===== src/sd_resp_crc_defines.svh =====
// Purpose: addresses, field positions, reset values and codes of the response/CRC status block
// Assumes: 32-bit register port with full byte addresses
// Notes:   definitions only
`ifndef SD_RESP_CRC_DEFINES_SVH
`define SD_RESP_CRC_DEFINES_SVH

// register byte addresses
`define ADDR_CONTROL      32'hb000_d000
`define ADDR_IRQ_ENABLE   32'hb000_d004
`define ADDR_STATUS       32'hb000_d020
`define ADDR_RESP_UPPER   32'hb000_d030
`define ADDR_RESP_LOWER   32'hb000_d034

// status and irq enable layout
`define BIT_BLOCK_DONE    0
`define BIT_CRC_ERROR     1
`define BIT_CRC7_OK       2
`define BIT_CRC16_OK      3
`define FLD_TOKEN_LO      4
`define FLD_TOKEN_HI      6
// control layout
`define BIT_CAPTURE_EN    0

// reset values
`define RST_RESP_UPPER    32'h0000_0000
`define RST_RESP_LOWER    8'h00
`define RST_TOKEN         3'h0

// write crc status token codes
`define TOKEN_POSITIVE    3'h2
`define TOKEN_NEGATIVE    3'h5
`define TOKEN_PROG_ERROR  3'h7

// response framing: 48 bits, crc covers the first 40
`define RESP_BITS         48
`define RESP_CNT_LAST     6'h2f
`define RESP_CRC_SPAN     6'h28
`define TOKEN_CNT_LAST    2'h2

// serial crc generators
`define CRC7_WIDTH        7
`define CRC7_POLY         16'h0009
`define CRC16_WIDTH       16
`define CRC16_POLY        16'h1021

`endif


===== src/sd_resp_crc_pkg.sv =====
// Purpose: types shared by the response/CRC status block
// Assumes: nothing
// Notes:   constants live in sd_resp_crc_defines.svh
`default_nettype none

package sd_resp_crc_pkg;

  typedef struct packed {
    logic [31:0] addr;
    logic [31:0] wdata;
    logic        wr;
    logic        rd;
  } reg_req_t;

  typedef struct packed {
    logic       valid;
    logic       bit_val;
    logic       is_crc;
    logic       block_end;
  } data_in_t;

  typedef struct packed {
    logic       token_valid;
    logic       token_bit;
    logic       block_end;
  } data_out_t;

  typedef enum logic {
    RESP_IDLE,
    RESP_RECV
  } resp_state_t;

endpackage

`default_nettype wire


===== src/crc_serial_check.sv =====
// Purpose: bit-serial crc generator, msb first, zero preset
// Assumes: one bit per cycle while bit_valid_in is high
// Notes:   clear_in wins over a bit in the same cycle
`default_nettype none

module crc_serial_check #(
  parameter int unsigned WIDTH = 7,
  parameter logic [15:0] POLY  = 16'h0009
) (
  // clock, reset, enable
  input  wire logic             clk_sys_in,
  input  wire logic             rst_n_in,
  input  wire logic             ce_in,
  // serial data
  input  wire logic             clear_in,
  input  wire logic             bit_valid_in,
  input  wire logic             bit_in,
  // running remainder
  output logic [WIDTH-1:0]      crc_out
);

  logic [WIDTH-1:0] crc_q;
  logic [WIDTH-1:0] crc_d;
  logic             feedback;

  assign feedback = bit_in ^ crc_q[WIDTH-1];

  genvar i;
  for (i = 0; i < WIDTH; i++) begin : g_bit
    if (i == 0) begin : g_lsb
      assign crc_d[i] = clear_in ? 1'b0 : (bit_valid_in ? feedback : crc_q[i]);
    end else begin : g_upper
      assign crc_d[i] = clear_in ? 1'b0 :
                        (bit_valid_in ? (crc_q[i-1] ^ (feedback & POLY[i])) : crc_q[i]);
    end
  end

  always_ff @(posedge clk_sys_in or negedge rst_n_in) begin
    if (!rst_n_in) begin
      crc_q <= '0;
    end else if (ce_in) begin
      crc_q <= crc_d;
    end
  end

  assign crc_out = crc_q;

endmodule // crc_serial_check

`default_nettype wire


===== src/sd_host_response_crc_status.sv =====
// Purpose: captures card response tokens, checks crc-7/crc-16/crc status, keeps status flags
// Assumes: data bits and token bits arrive from the sd engine on clk_sys_in; cmd pin is async
// Notes:   one level interrupt; flags are write-one-to-clear
`include "sd_resp_crc_defines.svh"
`default_nettype none

module sd_host_response_crc_status (
  // clock, reset, enable
  input  wire logic                       clk_sys_in,
  input  wire logic                       rst_n_in,
  input  wire logic                       ce_in,
  // register port
  input  wire sd_resp_crc_pkg::reg_req_t  reg_req_in,
  output logic [31:0]                     rd_data_out,
  // card command line and engine bit strobe
  input  wire logic                       cmd_pin_in,
  input  wire logic                       cmd_tick_in,
  // data-in and data-out streams from the sd engine
  input  wire sd_resp_crc_pkg::data_in_t  data_in_in,
  input  wire sd_resp_crc_pkg::data_out_t data_out_in,
  input  wire logic                       multi_block_in,
  // results
  output logic                            transfer_abort_out,
  output logic                            capture_busy_out,
  output logic                            irq_out
);

  sd_resp_crc_pkg::resp_state_t state_q;
  sd_resp_crc_pkg::resp_state_t state_d;

  logic                    cmd_meta_q;
  logic                    cmd_sync_q;
  logic [5:0]              resp_cnt_q;
  logic [`RESP_BITS-1:0]   resp_shift_q;
  logic [`RESP_BITS-1:0]   resp_shift_d;
  logic [31:0]             response_upper_word_q;
  logic [7:0]              response_low_byte_q;
  logic                    response_capture_enable_q;
  logic [1:0]              sd_irq_enable_q;
  logic                    block_done_flag_q;
  logic                    crc_error_flag_q;
  logic                    crc7_ok_q;
  logic                    crc16_ok_q;
  logic [2:0]              write_crc_token_status_q;
  logic [2:0]              token_shift_q;
  logic [1:0]              token_cnt_q;
  logic [15:0]             crc16_rx_q;
  logic [31:0]             rd_data_q;
  logic                    irq_q;
  logic                    abort_q;
  logic                    busy_q;

  logic [`CRC7_WIDTH-1:0]  crc7_calc;
  logic [`CRC16_WIDTH-1:0] crc16_calc;

  // register decode
  wire wr_control = reg_req_in.wr && (reg_req_in.addr == `ADDR_CONTROL);
  wire wr_irq_en  = reg_req_in.wr && (reg_req_in.addr == `ADDR_IRQ_ENABLE);
  wire wr_status  = reg_req_in.wr && (reg_req_in.addr == `ADDR_STATUS);
  wire blk_clr    = wr_status && reg_req_in.wdata[`BIT_BLOCK_DONE];
  wire crc_clr    = wr_status && reg_req_in.wdata[`BIT_CRC_ERROR];

  // response receiver
  wire start_seen = (state_q == sd_resp_crc_pkg::RESP_IDLE) && response_capture_enable_q &&
                    cmd_tick_in && !cmd_sync_q;
  wire resp_bit   = (state_q == sd_resp_crc_pkg::RESP_RECV) && cmd_tick_in;
  wire crc7_feed  = resp_bit && (resp_cnt_q < `RESP_CRC_SPAN);
  wire resp_done  = resp_bit && (resp_cnt_q == `RESP_CNT_LAST);
  assign resp_shift_d = {resp_shift_q[`RESP_BITS-2:0], cmd_sync_q};
  // the end bit is at position 0, crc-7 just above it
  wire crc7_match = (resp_shift_d[7:1] == crc7_calc);

  // data-in checker
  wire din_data   = data_in_in.valid && !data_in_in.is_crc;
  wire din_crc    = data_in_in.valid && data_in_in.is_crc;
  wire din_end    = data_in_in.block_end;
  wire crc16_good = (crc16_calc == crc16_rx_q);

  // write crc status token
  wire       token_done = data_out_in.token_valid && (token_cnt_q == `TOKEN_CNT_LAST);
  wire [2:0] token_d    = {token_shift_q[1:0], data_out_in.token_bit};
  wire       token_bad  = token_done && (token_d != `TOKEN_POSITIVE);

  // events
  wire multi_fail   = multi_block_in && ((din_end && !crc16_good) || token_bad);
  wire crc_err_ev   = (resp_done && !crc7_match) || (din_end && !crc16_good) || token_bad;
  wire blk_done_ev  = din_end || data_out_in.block_end || multi_fail;
  // a same-cycle event keeps the flag set
  wire blk_flag_d   = blk_done_ev || (block_done_flag_q && !blk_clr);
  wire crc_flag_d   = crc_err_ev || (crc_error_flag_q && !crc_clr);
  wire irq_d        = (blk_flag_d && sd_irq_enable_q[`BIT_BLOCK_DONE]) ||
                      (crc_flag_d && sd_irq_enable_q[`BIT_CRC_ERROR]);

  // read mux; unmapped addresses read zero
  wire [31:0] status_word = {25'h0, write_crc_token_status_q, crc16_ok_q, crc7_ok_q,
                             crc_error_flag_q, block_done_flag_q};
  wire [31:0] rd_mux =
    (reg_req_in.addr == `ADDR_CONTROL)    ? {31'h0, response_capture_enable_q} :
    (reg_req_in.addr == `ADDR_IRQ_ENABLE) ? {30'h0, sd_irq_enable_q} :
    (reg_req_in.addr == `ADDR_STATUS)     ? status_word :
    (reg_req_in.addr == `ADDR_RESP_UPPER) ? response_upper_word_q :
    (reg_req_in.addr == `ADDR_RESP_LOWER) ? {24'h0, response_low_byte_q} : 32'h0;

  always_comb begin
    state_d = state_q;
    unique case (state_q)
      sd_resp_crc_pkg::RESP_IDLE: begin
        if (start_seen) begin
          state_d = sd_resp_crc_pkg::RESP_RECV;
        end
      end
      sd_resp_crc_pkg::RESP_RECV: begin
        if (resp_done) begin
          state_d = sd_resp_crc_pkg::RESP_IDLE;
        end
      end
    endcase
  end

  crc_serial_check #(
    .WIDTH (`CRC7_WIDTH),
    .POLY  (`CRC7_POLY)
  ) u_crc7 (
    .clk_sys_in   (clk_sys_in),
    .rst_n_in     (rst_n_in),
    .ce_in        (ce_in),
    .clear_in     (state_q == sd_resp_crc_pkg::RESP_IDLE),
    .bit_valid_in (crc7_feed),
    .bit_in       (cmd_sync_q),
    .crc_out      (crc7_calc)
  );

  crc_serial_check #(
    .WIDTH (`CRC16_WIDTH),
    .POLY  (`CRC16_POLY)
  ) u_crc16 (
    .clk_sys_in   (clk_sys_in),
    .rst_n_in     (rst_n_in),
    .ce_in        (ce_in),
    .clear_in     (din_end),
    .bit_valid_in (din_data),
    .bit_in       (data_in_in.bit_val),
    .crc_out      (crc16_calc)
  );

  // cmd pin synchroniser; only the second stage is read
  always_ff @(posedge clk_sys_in or negedge rst_n_in) begin
    if (!rst_n_in) begin
      cmd_meta_q <= 1'b1;
      cmd_sync_q <= 1'b1;
    end else if (ce_in) begin
      cmd_meta_q <= cmd_pin_in;
      cmd_sync_q <= cmd_meta_q;
    end
  end

  always_ff @(posedge clk_sys_in or negedge rst_n_in) begin
    if (!rst_n_in) begin
      state_q      <= sd_resp_crc_pkg::RESP_IDLE;
      resp_cnt_q   <= 6'h00;
      resp_shift_q <= '0;
    end else if (ce_in) begin
      state_q <= state_d;
      if (start_seen) begin
        resp_cnt_q   <= 6'h01;
        resp_shift_q <= '0;
      end else if (resp_bit) begin
        resp_cnt_q   <= resp_cnt_q + 6'h01;
        resp_shift_q <= resp_shift_d;
      end
    end
  end

  // captured response and crc-7 result
  always_ff @(posedge clk_sys_in or negedge rst_n_in) begin
    if (!rst_n_in) begin
      response_upper_word_q <= `RST_RESP_UPPER;
      response_low_byte_q   <= `RST_RESP_LOWER;
      crc7_ok_q             <= 1'b0;
    end else if (ce_in && resp_done) begin
      response_upper_word_q <= resp_shift_d[47:16];
      response_low_byte_q   <= resp_shift_d[15:8];
      crc7_ok_q             <= crc7_match;
    end
  end

  // software re-arming wins over the hardware disarm at the end of a response
  always_ff @(posedge clk_sys_in or negedge rst_n_in) begin
    if (!rst_n_in) begin
      response_capture_enable_q <= 1'b0;
      sd_irq_enable_q           <= 2'h0;
    end else if (ce_in) begin
      if (wr_control) begin
        response_capture_enable_q <= reg_req_in.wdata[`BIT_CAPTURE_EN];
      end else if (resp_done) begin
        response_capture_enable_q <= 1'b0;
      end
      if (wr_irq_en) begin
        sd_irq_enable_q <= reg_req_in.wdata[1:0];
      end
    end
  end

  // data-in crc and write token capture
  always_ff @(posedge clk_sys_in or negedge rst_n_in) begin
    if (!rst_n_in) begin
      crc16_rx_q               <= 16'h0000;
      crc16_ok_q               <= 1'b0;
      token_shift_q            <= 3'h0;
      token_cnt_q              <= 2'h0;
      write_crc_token_status_q <= `RST_TOKEN;
    end else if (ce_in) begin
      if (din_crc) begin
        crc16_rx_q <= {crc16_rx_q[14:0], data_in_in.bit_val};
      end
      if (din_end) begin
        crc16_ok_q <= crc16_good;
      end
      if (data_out_in.token_valid) begin
        token_shift_q <= token_d;
        token_cnt_q   <= token_done ? 2'h0 : token_cnt_q + 2'h1;
      end
      if (token_done) begin
        write_crc_token_status_q <= token_d;
      end
    end
  end

  // flags, interrupt and registered outputs
  always_ff @(posedge clk_sys_in or negedge rst_n_in) begin
    if (!rst_n_in) begin
      block_done_flag_q <= 1'b0;
      crc_error_flag_q  <= 1'b0;
      irq_q             <= 1'b0;
      abort_q           <= 1'b0;
      busy_q            <= 1'b0;
      rd_data_q         <= 32'h0;
    end else if (ce_in) begin
      block_done_flag_q <= blk_flag_d;
      crc_error_flag_q  <= crc_flag_d;
      irq_q             <= irq_d;
      abort_q           <= multi_fail;
      busy_q            <= (state_d == sd_resp_crc_pkg::RESP_RECV);
      rd_data_q         <= reg_req_in.rd ? rd_mux : 32'h0;
    end
  end

  assign rd_data_out        = rd_data_q;
  assign irq_out            = irq_q;
  assign transfer_abort_out = abort_q;
  assign capture_busy_out   = busy_q;
endmodule // sd_host_response_crc_status

`default_nettype wire


===== config.mk =====
export PLATFORM = sky130hd
export DESIGN_NAME = sd_host_response_crc_status
export DESIGN_NICKNAME = d
export VERILOG_FILES = /design/src/sd_resp_crc_pkg.sv /design/src/crc_serial_check.sv /design/src/sd_host_response_crc_status.sv
export VERILOG_INCLUDE_DIRS = /design/src /design/src/src
export SDC_FILE = /design/constraint.sdc
export NUM_CORES = 1
export LEC_CHECK = 0
export ABC_CLOCK_PERIOD_IN_PS = 2100
export BUFFER_PORTS_ARGS = -buffer_cell sky130_fd_sc_hd__buf_2
export CAP_MARGIN = 20
export CORE_MARGIN = 4
export CORE_UTILIZATION = 50
export CTS_CLUSTER_DIAMETER = 100
export CTS_CLUSTER_SIZE = 40
export DETAILED_ROUTE_END_ITERATION = 12
export GPL_TIMING_DRIVEN = 0
export PLACE_DENSITY_LB_ADDON = 0.12
export SLEW_MARGIN = 25
export SYNTH_ARGS = -nofsm -noshare
export SYNTH_HDL_FRONTEND = slang
export SYNTH_SLANG_ARGS = --single-unit

===== constraint.sdc =====
create_clock -name clk_sys_in -period 2.1 [get_ports clk_sys_in]
set_clock_uncertainty 0.2 [all_clocks]
set_input_delay 0.42 -clock clk_sys_in [delete_from_list [all_inputs] [get_ports clk_sys_in]]
set_output_delay 0.42 -clock clk_sys_in [all_outputs]
set_load 0.01 [all_outputs]

==> out/qor.csv, run 1 <==
metric;value;unit
status;finished clean;
Yosys cell types;60;
#FFs+latches synth;183;
DR pass1 iterations;6;
ANT cells;0;
layout cells sized above 1;27.78;%
Setup crit end kind;flop;
die width;132.6;um
CP max stage cell;dfrtp_1;
Post-CTS Setup Repair Bufs;0;
core area;0.01520;sq mm
period utilisation layout;96.47;%
Worst R2R Setup Slack;70;ps
Layout Nets;849;
clock slew at reported path FFs;60;ps
DRC errors left;0;
Synth Cell Area;0.007759;sq mm
Final Routed Wirelength;16560;um
DIE AREA;0.01757;sq mm
overall power;0.007422;W
DR vias;5406;
Ports;114;
Post-synth EDFFs;0;
dpl hpwl;11570;um
die height;132.6;um
hold path start;cmd_pin_in;
vias in the first global route;5385;
RSZ-0062 raised after global routing;yes;
Cell Chain, Critical Path;ha_1, nand3_1, nor2_4, nand2_2, clkbuf_4, mux2_2;
Hold WC Path Type;in -> reg;
Setup crit start kind;flop;
largest net degree at the start of global routing;88;
Largest delay share family, worst path;simple AND/OR/NAND/NOR gates;
slowest stage delay, CP;410;ps
max-cap violations;0;
FF-to-FF Start;resp_cnt_q[0];
Finished Layout Cells;969;
placed insts;938;
Placed Instance Area;0.008469;sq mm
fin. max-slew vios;0;
Rel. slew slack;51.23;%
DR WL/cell;17.09;um
Final setup violation count;0;
Async S/R FF share, synth;100.0;%
Worst Max-Slew Pin Slew;726.0;ps
CP required;2200;ps
Final Cell Area;0.009089;sq mm
Antenna Violating Nets Remaining;0;
Root Buffer;clkbuf_16;
WHS Endpoint;cmd_meta_q;
min cycle time layout;2026;ps
Initial Utilization;51.04;%
Max clock buf depth;2;
Post-Synthesis Cells;666;
Arr. time, crit path;2130;ps
global-route wire length before repair;28060;um
reg2reg end;response_upper_word_q[12];
Num CTS Buffers;17;
placement row count;45;
Avg Inst Size Synth;11.65;sq um
Util after Layout;59.79;%
hold depth;2;
syn nets;746;
buffer and inverter count on the worst path;1;
gr ovfl total;0;
worst-case reg-to-reg path depth;6;
top_reg_cell synth;dfrtp_1;
Hold WS;35.75;ps
Syn-to-layout area delta;17.14;%
fmax;493.6;MHz
final hold vios;0;
initial antenna violation count;1;
Crit Path Class;reg -> reg;
Placer Congestion;0.7860;
sequential share of the synthesized area;59.05;%
Skew-Pair Late Insertion Delay;430;ps
CTS tree;built;
synth warn;0;
fillers;1270;
Crit Path Max Fanout;10;
CTS sink count;183;
CTS H-tree depth;4;
PortBufs;82;
Leak;4.341;nW
Vias/cell;5.579;
global router's overall resource usage;19.68;%
Power per Cell Area;816.6;mW/mm^2
VDD IR max;0.6007;mV
initial DRC count;402;
[sequential cells by signal (all words and copies together), names as in the netlist, 2 cells and up]
| name | count |
|---|---|
| token_cnt_q | 2 |
| sd_irq_enable_q | 2 |
| response_upper_word_q | 32 |
| rd_data_out | 32 |
| u_crc7.crc_out | 7 |
| resp_cnt_q | 6 |
| response_low_byte_q | 8 |
| write_crc_token_status_q | 3 |
| u_crc16.crc_out | 16 |
| crc16_rx_q | 16 |
| token_shift_q | 2 |
| resp_shift_q | 47 |
[power by group]
part           switching (W)  total (W)  internal (W)
clock network        0.00134    0.00308       0.00174
registers           0.000130    0.00380       0.00367
logic               0.000277   0.000541      0.000263
total                0.00174    0.00742       0.00568
[placed cells by master, fill, tap and decap left out, drive strengths merged, types with 4 or more instances in the layout]
master    instances
dfrtp           181
nand2           134
buf              92
o21ai            70
mux2             68
clkbuf           43
a22o             40
xnor2            21
nor2             13
xor2             11
inv              10
nand4            10
o32ai             6
nand3             6
clkinv            6
clkinvlp          4
nor4              4
and4              4
[cell type report]
type                            count  area, sq um  area share [%]
Buffer                             34        183.9           2.024
Clock buffer                       19        432.9           4.763
Clock inverter                     12        131.4           1.445
Inverter                           10        37.54          0.4130
Multi-Input combinational cell    438         3000           33.01
Sequential cell                   183         4582           50.41
Tap cell                          188        235.2           2.588
Timing Repair Buffer               85        485.5           5.341
[layer usage]
metal	up-vias	part of all wire, %	track usage, %
met5	-	0.079	0
met4	2	1.9	8.025
met3	27	5.5	4.867
met2	143	44	28.19
met1	2675	48	28.84
li1	2559	-	-
[Yosys cell counts, drive strengths merged (2+ instances only)]
| master | n | area [sq um] |
|---|---|---|
| nor3 | 3 | 26.28 |
| and2 | 2 | 13.77 |
| nor2 | 13 | 48.80 |
| nand3b | 2 | 15.01 |
| and3 | 3 | 20.02 |
| xnor2 | 21 | 183.9 |
| dfstp | 2 | 52.55 |
| o32ai | 6 | 52.55 |
| dfrtp | 181 | 4529 |
| and4 | 4 | 41.29 |
| xor2 | 11 | 96.34 |
| nand4b | 3 | 26.28 |
| mux2 | 68 | 765.7 |
| inv | 10 | 37.54 |
| a21o | 3 | 22.52 |
| buf | 11 | 70.06 |
| clkbuf | 22 | 82.58 |
| nor2b | 3 | 18.77 |
| nand4 | 10 | 77.57 |
| a22o | 40 | 352.8 |
| nand3 | 6 | 30.03 |
| o41ai | 3 | 26.28 |
| or2 | 2 | 12.51 |
| nor4 | 4 | 52.55 |
| and4bb | 3 | 37.53 |
| or3 | 2 | 12.51 |
| a21oi | 3 | 15.01 |
| o21ai | 70 | 350.3 |
| o2bb2ai | 2 | 17.52 |
| o31ai | 3 | 22.52 |
| nand2 | 134 | 503.0 |
[logic make-up after synthesis]
kind of cell	count (synthesis)	share of synthesized area, %
compound gates	137	11.79
mux	69	9.998
fa+ha+maj	1	0.1612
buf+inv	45	2.725
flops	183	59.05
simple gates	199	12.66
xor+xnor	32	3.612
[repair_timing]
item / CTS / global route
hold endpoints to repair: 32 / 0
resized for setup: 4 / 14
gates cloned: 0 / 0
hold buffers: 1 / 0
endpoints found under the setup margin: 50 / 75
[worst reg2reg max path: cells and delay by family (launching register included)]
family / cells / cell delay (ps)
flip-flops: 1 / 410
multiplexers: 1 / 360
adder cells (fa/ha/maj): 1 / 220
buffers and inverters: 1 / 290
AND/OR/NAND/NOR: 3 / 420
[metrics by stage]
stage	TNS (ps)	setup slack [ps]
4_1_cts	0	6.633
3_5_place_dp	-14360	-348.0
5_1_grt	-11.87	-5.651
3_3_place_gp	-446710	-2404
6_report	0	74.13
2_1_floorplan	0	55.21
[worst max-delay path by stage]
stage | start | end | slack, ps | cells past startpoint
after floorplan | reg_req_in[58] | sd_irq_enable_q[0] | 60 | 5
after global placement | rst_n_in | response_upper_word_q[13] | -2400 | 1
after detailed placement | resp_cnt_q[0] | response_upper_word_q[31] | -350 | 6
after CTS | resp_cnt_q[0] | response_upper_word_q[27] | 7 | 6
after global routing | resp_cnt_q[0] | response_upper_word_q[12] | -6 | 6
final | resp_cnt_q[0] | response_upper_word_q[12] | 70 | 6
Note: power is estimated with default switching activity, not from simulation.
==> run 2, diff against run 1 <==
--- a/config.mk
+++ b/config.mk
@@ -19,4 +19,5 @@
 export SLEW_MARGIN = 25
 export SYNTH_ARGS = -nofsm -noshare
 export SYNTH_HDL_FRONTEND = slang
+export SYNTH_HIERARCHICAL = 1
 export SYNTH_SLANG_ARGS = --single-unit
==> run 2 against run 1 <==
  * Sequential share of layout area shrank 1.5 points
  * Sequential power grew 12%
  * Die area grew 2.5%
  * Final cell count is 5.9% higher
  * First-iteration DRC count increased by 17%
  * Register-to-register slack lost 20 ps
  * Via count is 5.1% higher
  * Highest routed layer is now met4
==> out/qor.csv, run 2 <==
metric;value;unit
gr ovfl total;0;
initial antenna violation count;0;
largest net degree at the start of global routing;84;
die height;134.2;um
fmax;489.1;MHz
clock slew at reported path FFs;60;ps
Final setup violation count;0;
Initial Utilization;51.64;%
Layout Nets;884;
fillers;1283;
CP required;2200;ps
Skew-Pair Late Insertion Delay;430;ps
Hold WC Path Type;in -> reg;
CTS H-tree depth;4;
Ports;114;
global-route wire length before repair;29320;um
dpl hpwl;12050;um
cell taking the most area after synthesis;dfrtp_1;
fin. max-slew vios;0;
worst-case reg-to-reg path depth;5;
vias in the first global route;5819;
Synth Cell Area;0.007966;sq mm
Syn-to-layout area delta;17.72;%
Post-Synthesis Cells;698;
syn nets;778;
DIE AREA;0.01802;sq mm
die width;134.2;um
hold depth;2;
Avg Inst Size Synth;11.41;sq um
Setup crit start kind;flop;
status;finished clean;
dpl ws;-621.7;ps
Placer Congestion;0.8285;
top-area cell type share of the netlist area;56.86;%
DR pass1 iterations;5;
most frequent cells in the layout;180 x dfrtp_1, 132 x nand2_1, 88 x buf_2;
max-cap violations;0;
CTS sink count;183;
initial DRC count;472;
Vias/cell;5.538;
top cells by area, synth;dfrtp_1 57%, mux2_2 10%, nand2_1 6.3%;
synth warn;6;
Post-synth EDFFs;0;
DRC errors left;0;
Worst Max-Slew Pin Slew;583.0;ps
max FFs per register;47;
Num CTS Buffers;17;
period utilisation layout;97.35;%
sequential share of the synthesized area;57.52;%
Rel. slew slack;61.13;%
top post-synthesis cells by count;181 x dfrtp_1, 133 x nand2_1, 72 x mux2_2;
Setup crit end kind;flop;
most common cell after layout, fill and taps aside;dfrtp_1;
count leader, synth;dfrtp_1;
DR WL/cell;16.72;um
CTS tree;built;
Root Buffer;clkbuf_16;
Async S/R FF share, synth;100.0;%
RSZ-0062 raised after global routing;no;
PortBufs;83;
Util after Layout;60.79;%
core area;0.01543;sq mm
register with the most flip-flops;resp_shift_q;
Arr. time, crit path;2140;ps
final hold vios;0;
placement row count;45;
Final Routed Wirelength;17150;um
ANT cells;0;
Setup WS post-layout;55.60;ps
Hold WS;42.69;ps
Crit Path Class;reg -> reg;
DR vias;5682;
VDD IR max;0.5846;mV
min cycle time layout;2044;ps
#FFs+latches synth;183;
Crit Path Max Fanout;3;
Max clock buf depth;2;
global router's overall resource usage;20.12;%
Antenna Violating Nets Remaining;0;
Yosys cell types;58;
Power per Cell Area;910.0;mW/mm^2
top_reg_cell synth;dfrtp_1;
Leak;4.381;nW
layout cells sized above 1;27.73;%
run 2: cell types whose count changed after synthesis, sizes merged, moves of 4 or more:
cell / before / now
nor2: 13 / 5
o32ai: 6 / 1
o221ai: 0 / 6
o21ai: 70 / 77
nand3: 6 / 10
a22o: 40 / 25
nand2b: 1 / 19
a32oi: 0 / 7
clkbuf: 22 / 26
o2bb2ai: 2 / 6
nor4: 4 / 8
mux2: 68 / 72
run 2: cells by family after synthesis:
logic type | Yosys count | synth area share, %
compound gates | 142 | 11.84
xor+xnor | 32 | 3.691
fa+ha+maj | 1 | 0.1570
buf+inv | 51 | 2.811
flops | 183 | 57.52
mux | 72 | 10.18
simple gates | 217 | 13.81
run 2: worst max-delay path: stages, from the launching register on:
cell and delay [ps]:
dfrtp_1 390, or3b_2 470, a41o_1 290, o31ai_1 330, a41o_1 150, o211ai_1 80
run 2: power breakdown:
| group | switching, W | total [W] | internal, W |
|---|---|---|---|
| Sequential | 0.000364 | 0.00424 | 0.00387 |
| Clock | 0.00133 | 0.00319 | 0.00186 |
| Combinational | 0.000574 | 0.00111 | 0.000537 |
run 2: worst paths after layout:
kind                                      startpoint              end  slack [ps]
setup / recovery                    token_shift_q[1]          irq_out          60
setup reg to reg                    token_shift_q[1]          irq_out          60
hold reg to reg            response_upper_word_q[16]  rd_data_out[16]         290
min in group asynchronous                   rst_n_in  rd_data_out[13]         250
max in group asynchronous                   rst_n_in       cmd_meta_q         740
hold / removal                            cmd_pin_in       cmd_meta_q          40
run 2: layer usage:
| layer | global-route usage, % | up-vias | share of wire, % |
|---|---|---|---|
| met5 | 0 | - | 0 |
| met4 | 6.787 | 0 | 1.6 |
| met3 | 4.239 | 25 | 4.9 |
| met2 | 31.90 | 140 | 48 |
| met1 | 27.84 | 2856 | 45 |
| li1 | - | 2661 | - |
run 2: layout make-up:
class | instances | area [sq um] | area share [%]
Sequential cell | 183 | 4583 | 48.87
Multi-Input combinational cell | 464 | 3201 | 34.13
Timing Repair Buffer | 88 | 505.5 | 5.390
Clock buffer | 18 | 429.2 | 4.576
Tap cell | 211 | 264.0 | 2.815
Buffer | 36 | 188.9 | 2.015
Clock inverter | 12 | 153.9 | 1.641
Inverter | 14 | 52.55 | 0.5604
run 2: timing repair:
action | 4_1_cts | 5_1_grt
hold buffers | 1 | 0
pin swaps | 0 | 3
hold endpoints to repair | 40 | 0
buffers inserted | 0 | 2
setup endpoints to repair | 85 | 69
gates resized for setup | 16 | 9
run 2: metrics by stage:
step | TNS, ps | std cells | area [sq um] | total power [W]
floorplan | 0 | 698 | 7966 | 0.004960
global placement | -504860 | 992 | 8646 | 0.005310
detailed placement | -53410 | 994 | 8717 | 0.005389
CTS | 0 | 1025 | 9353 | 0.008605
global route | 0 | 1026 | 9378 | 0.008946
finish | 0 | 1026 | 9378 | 0.008534
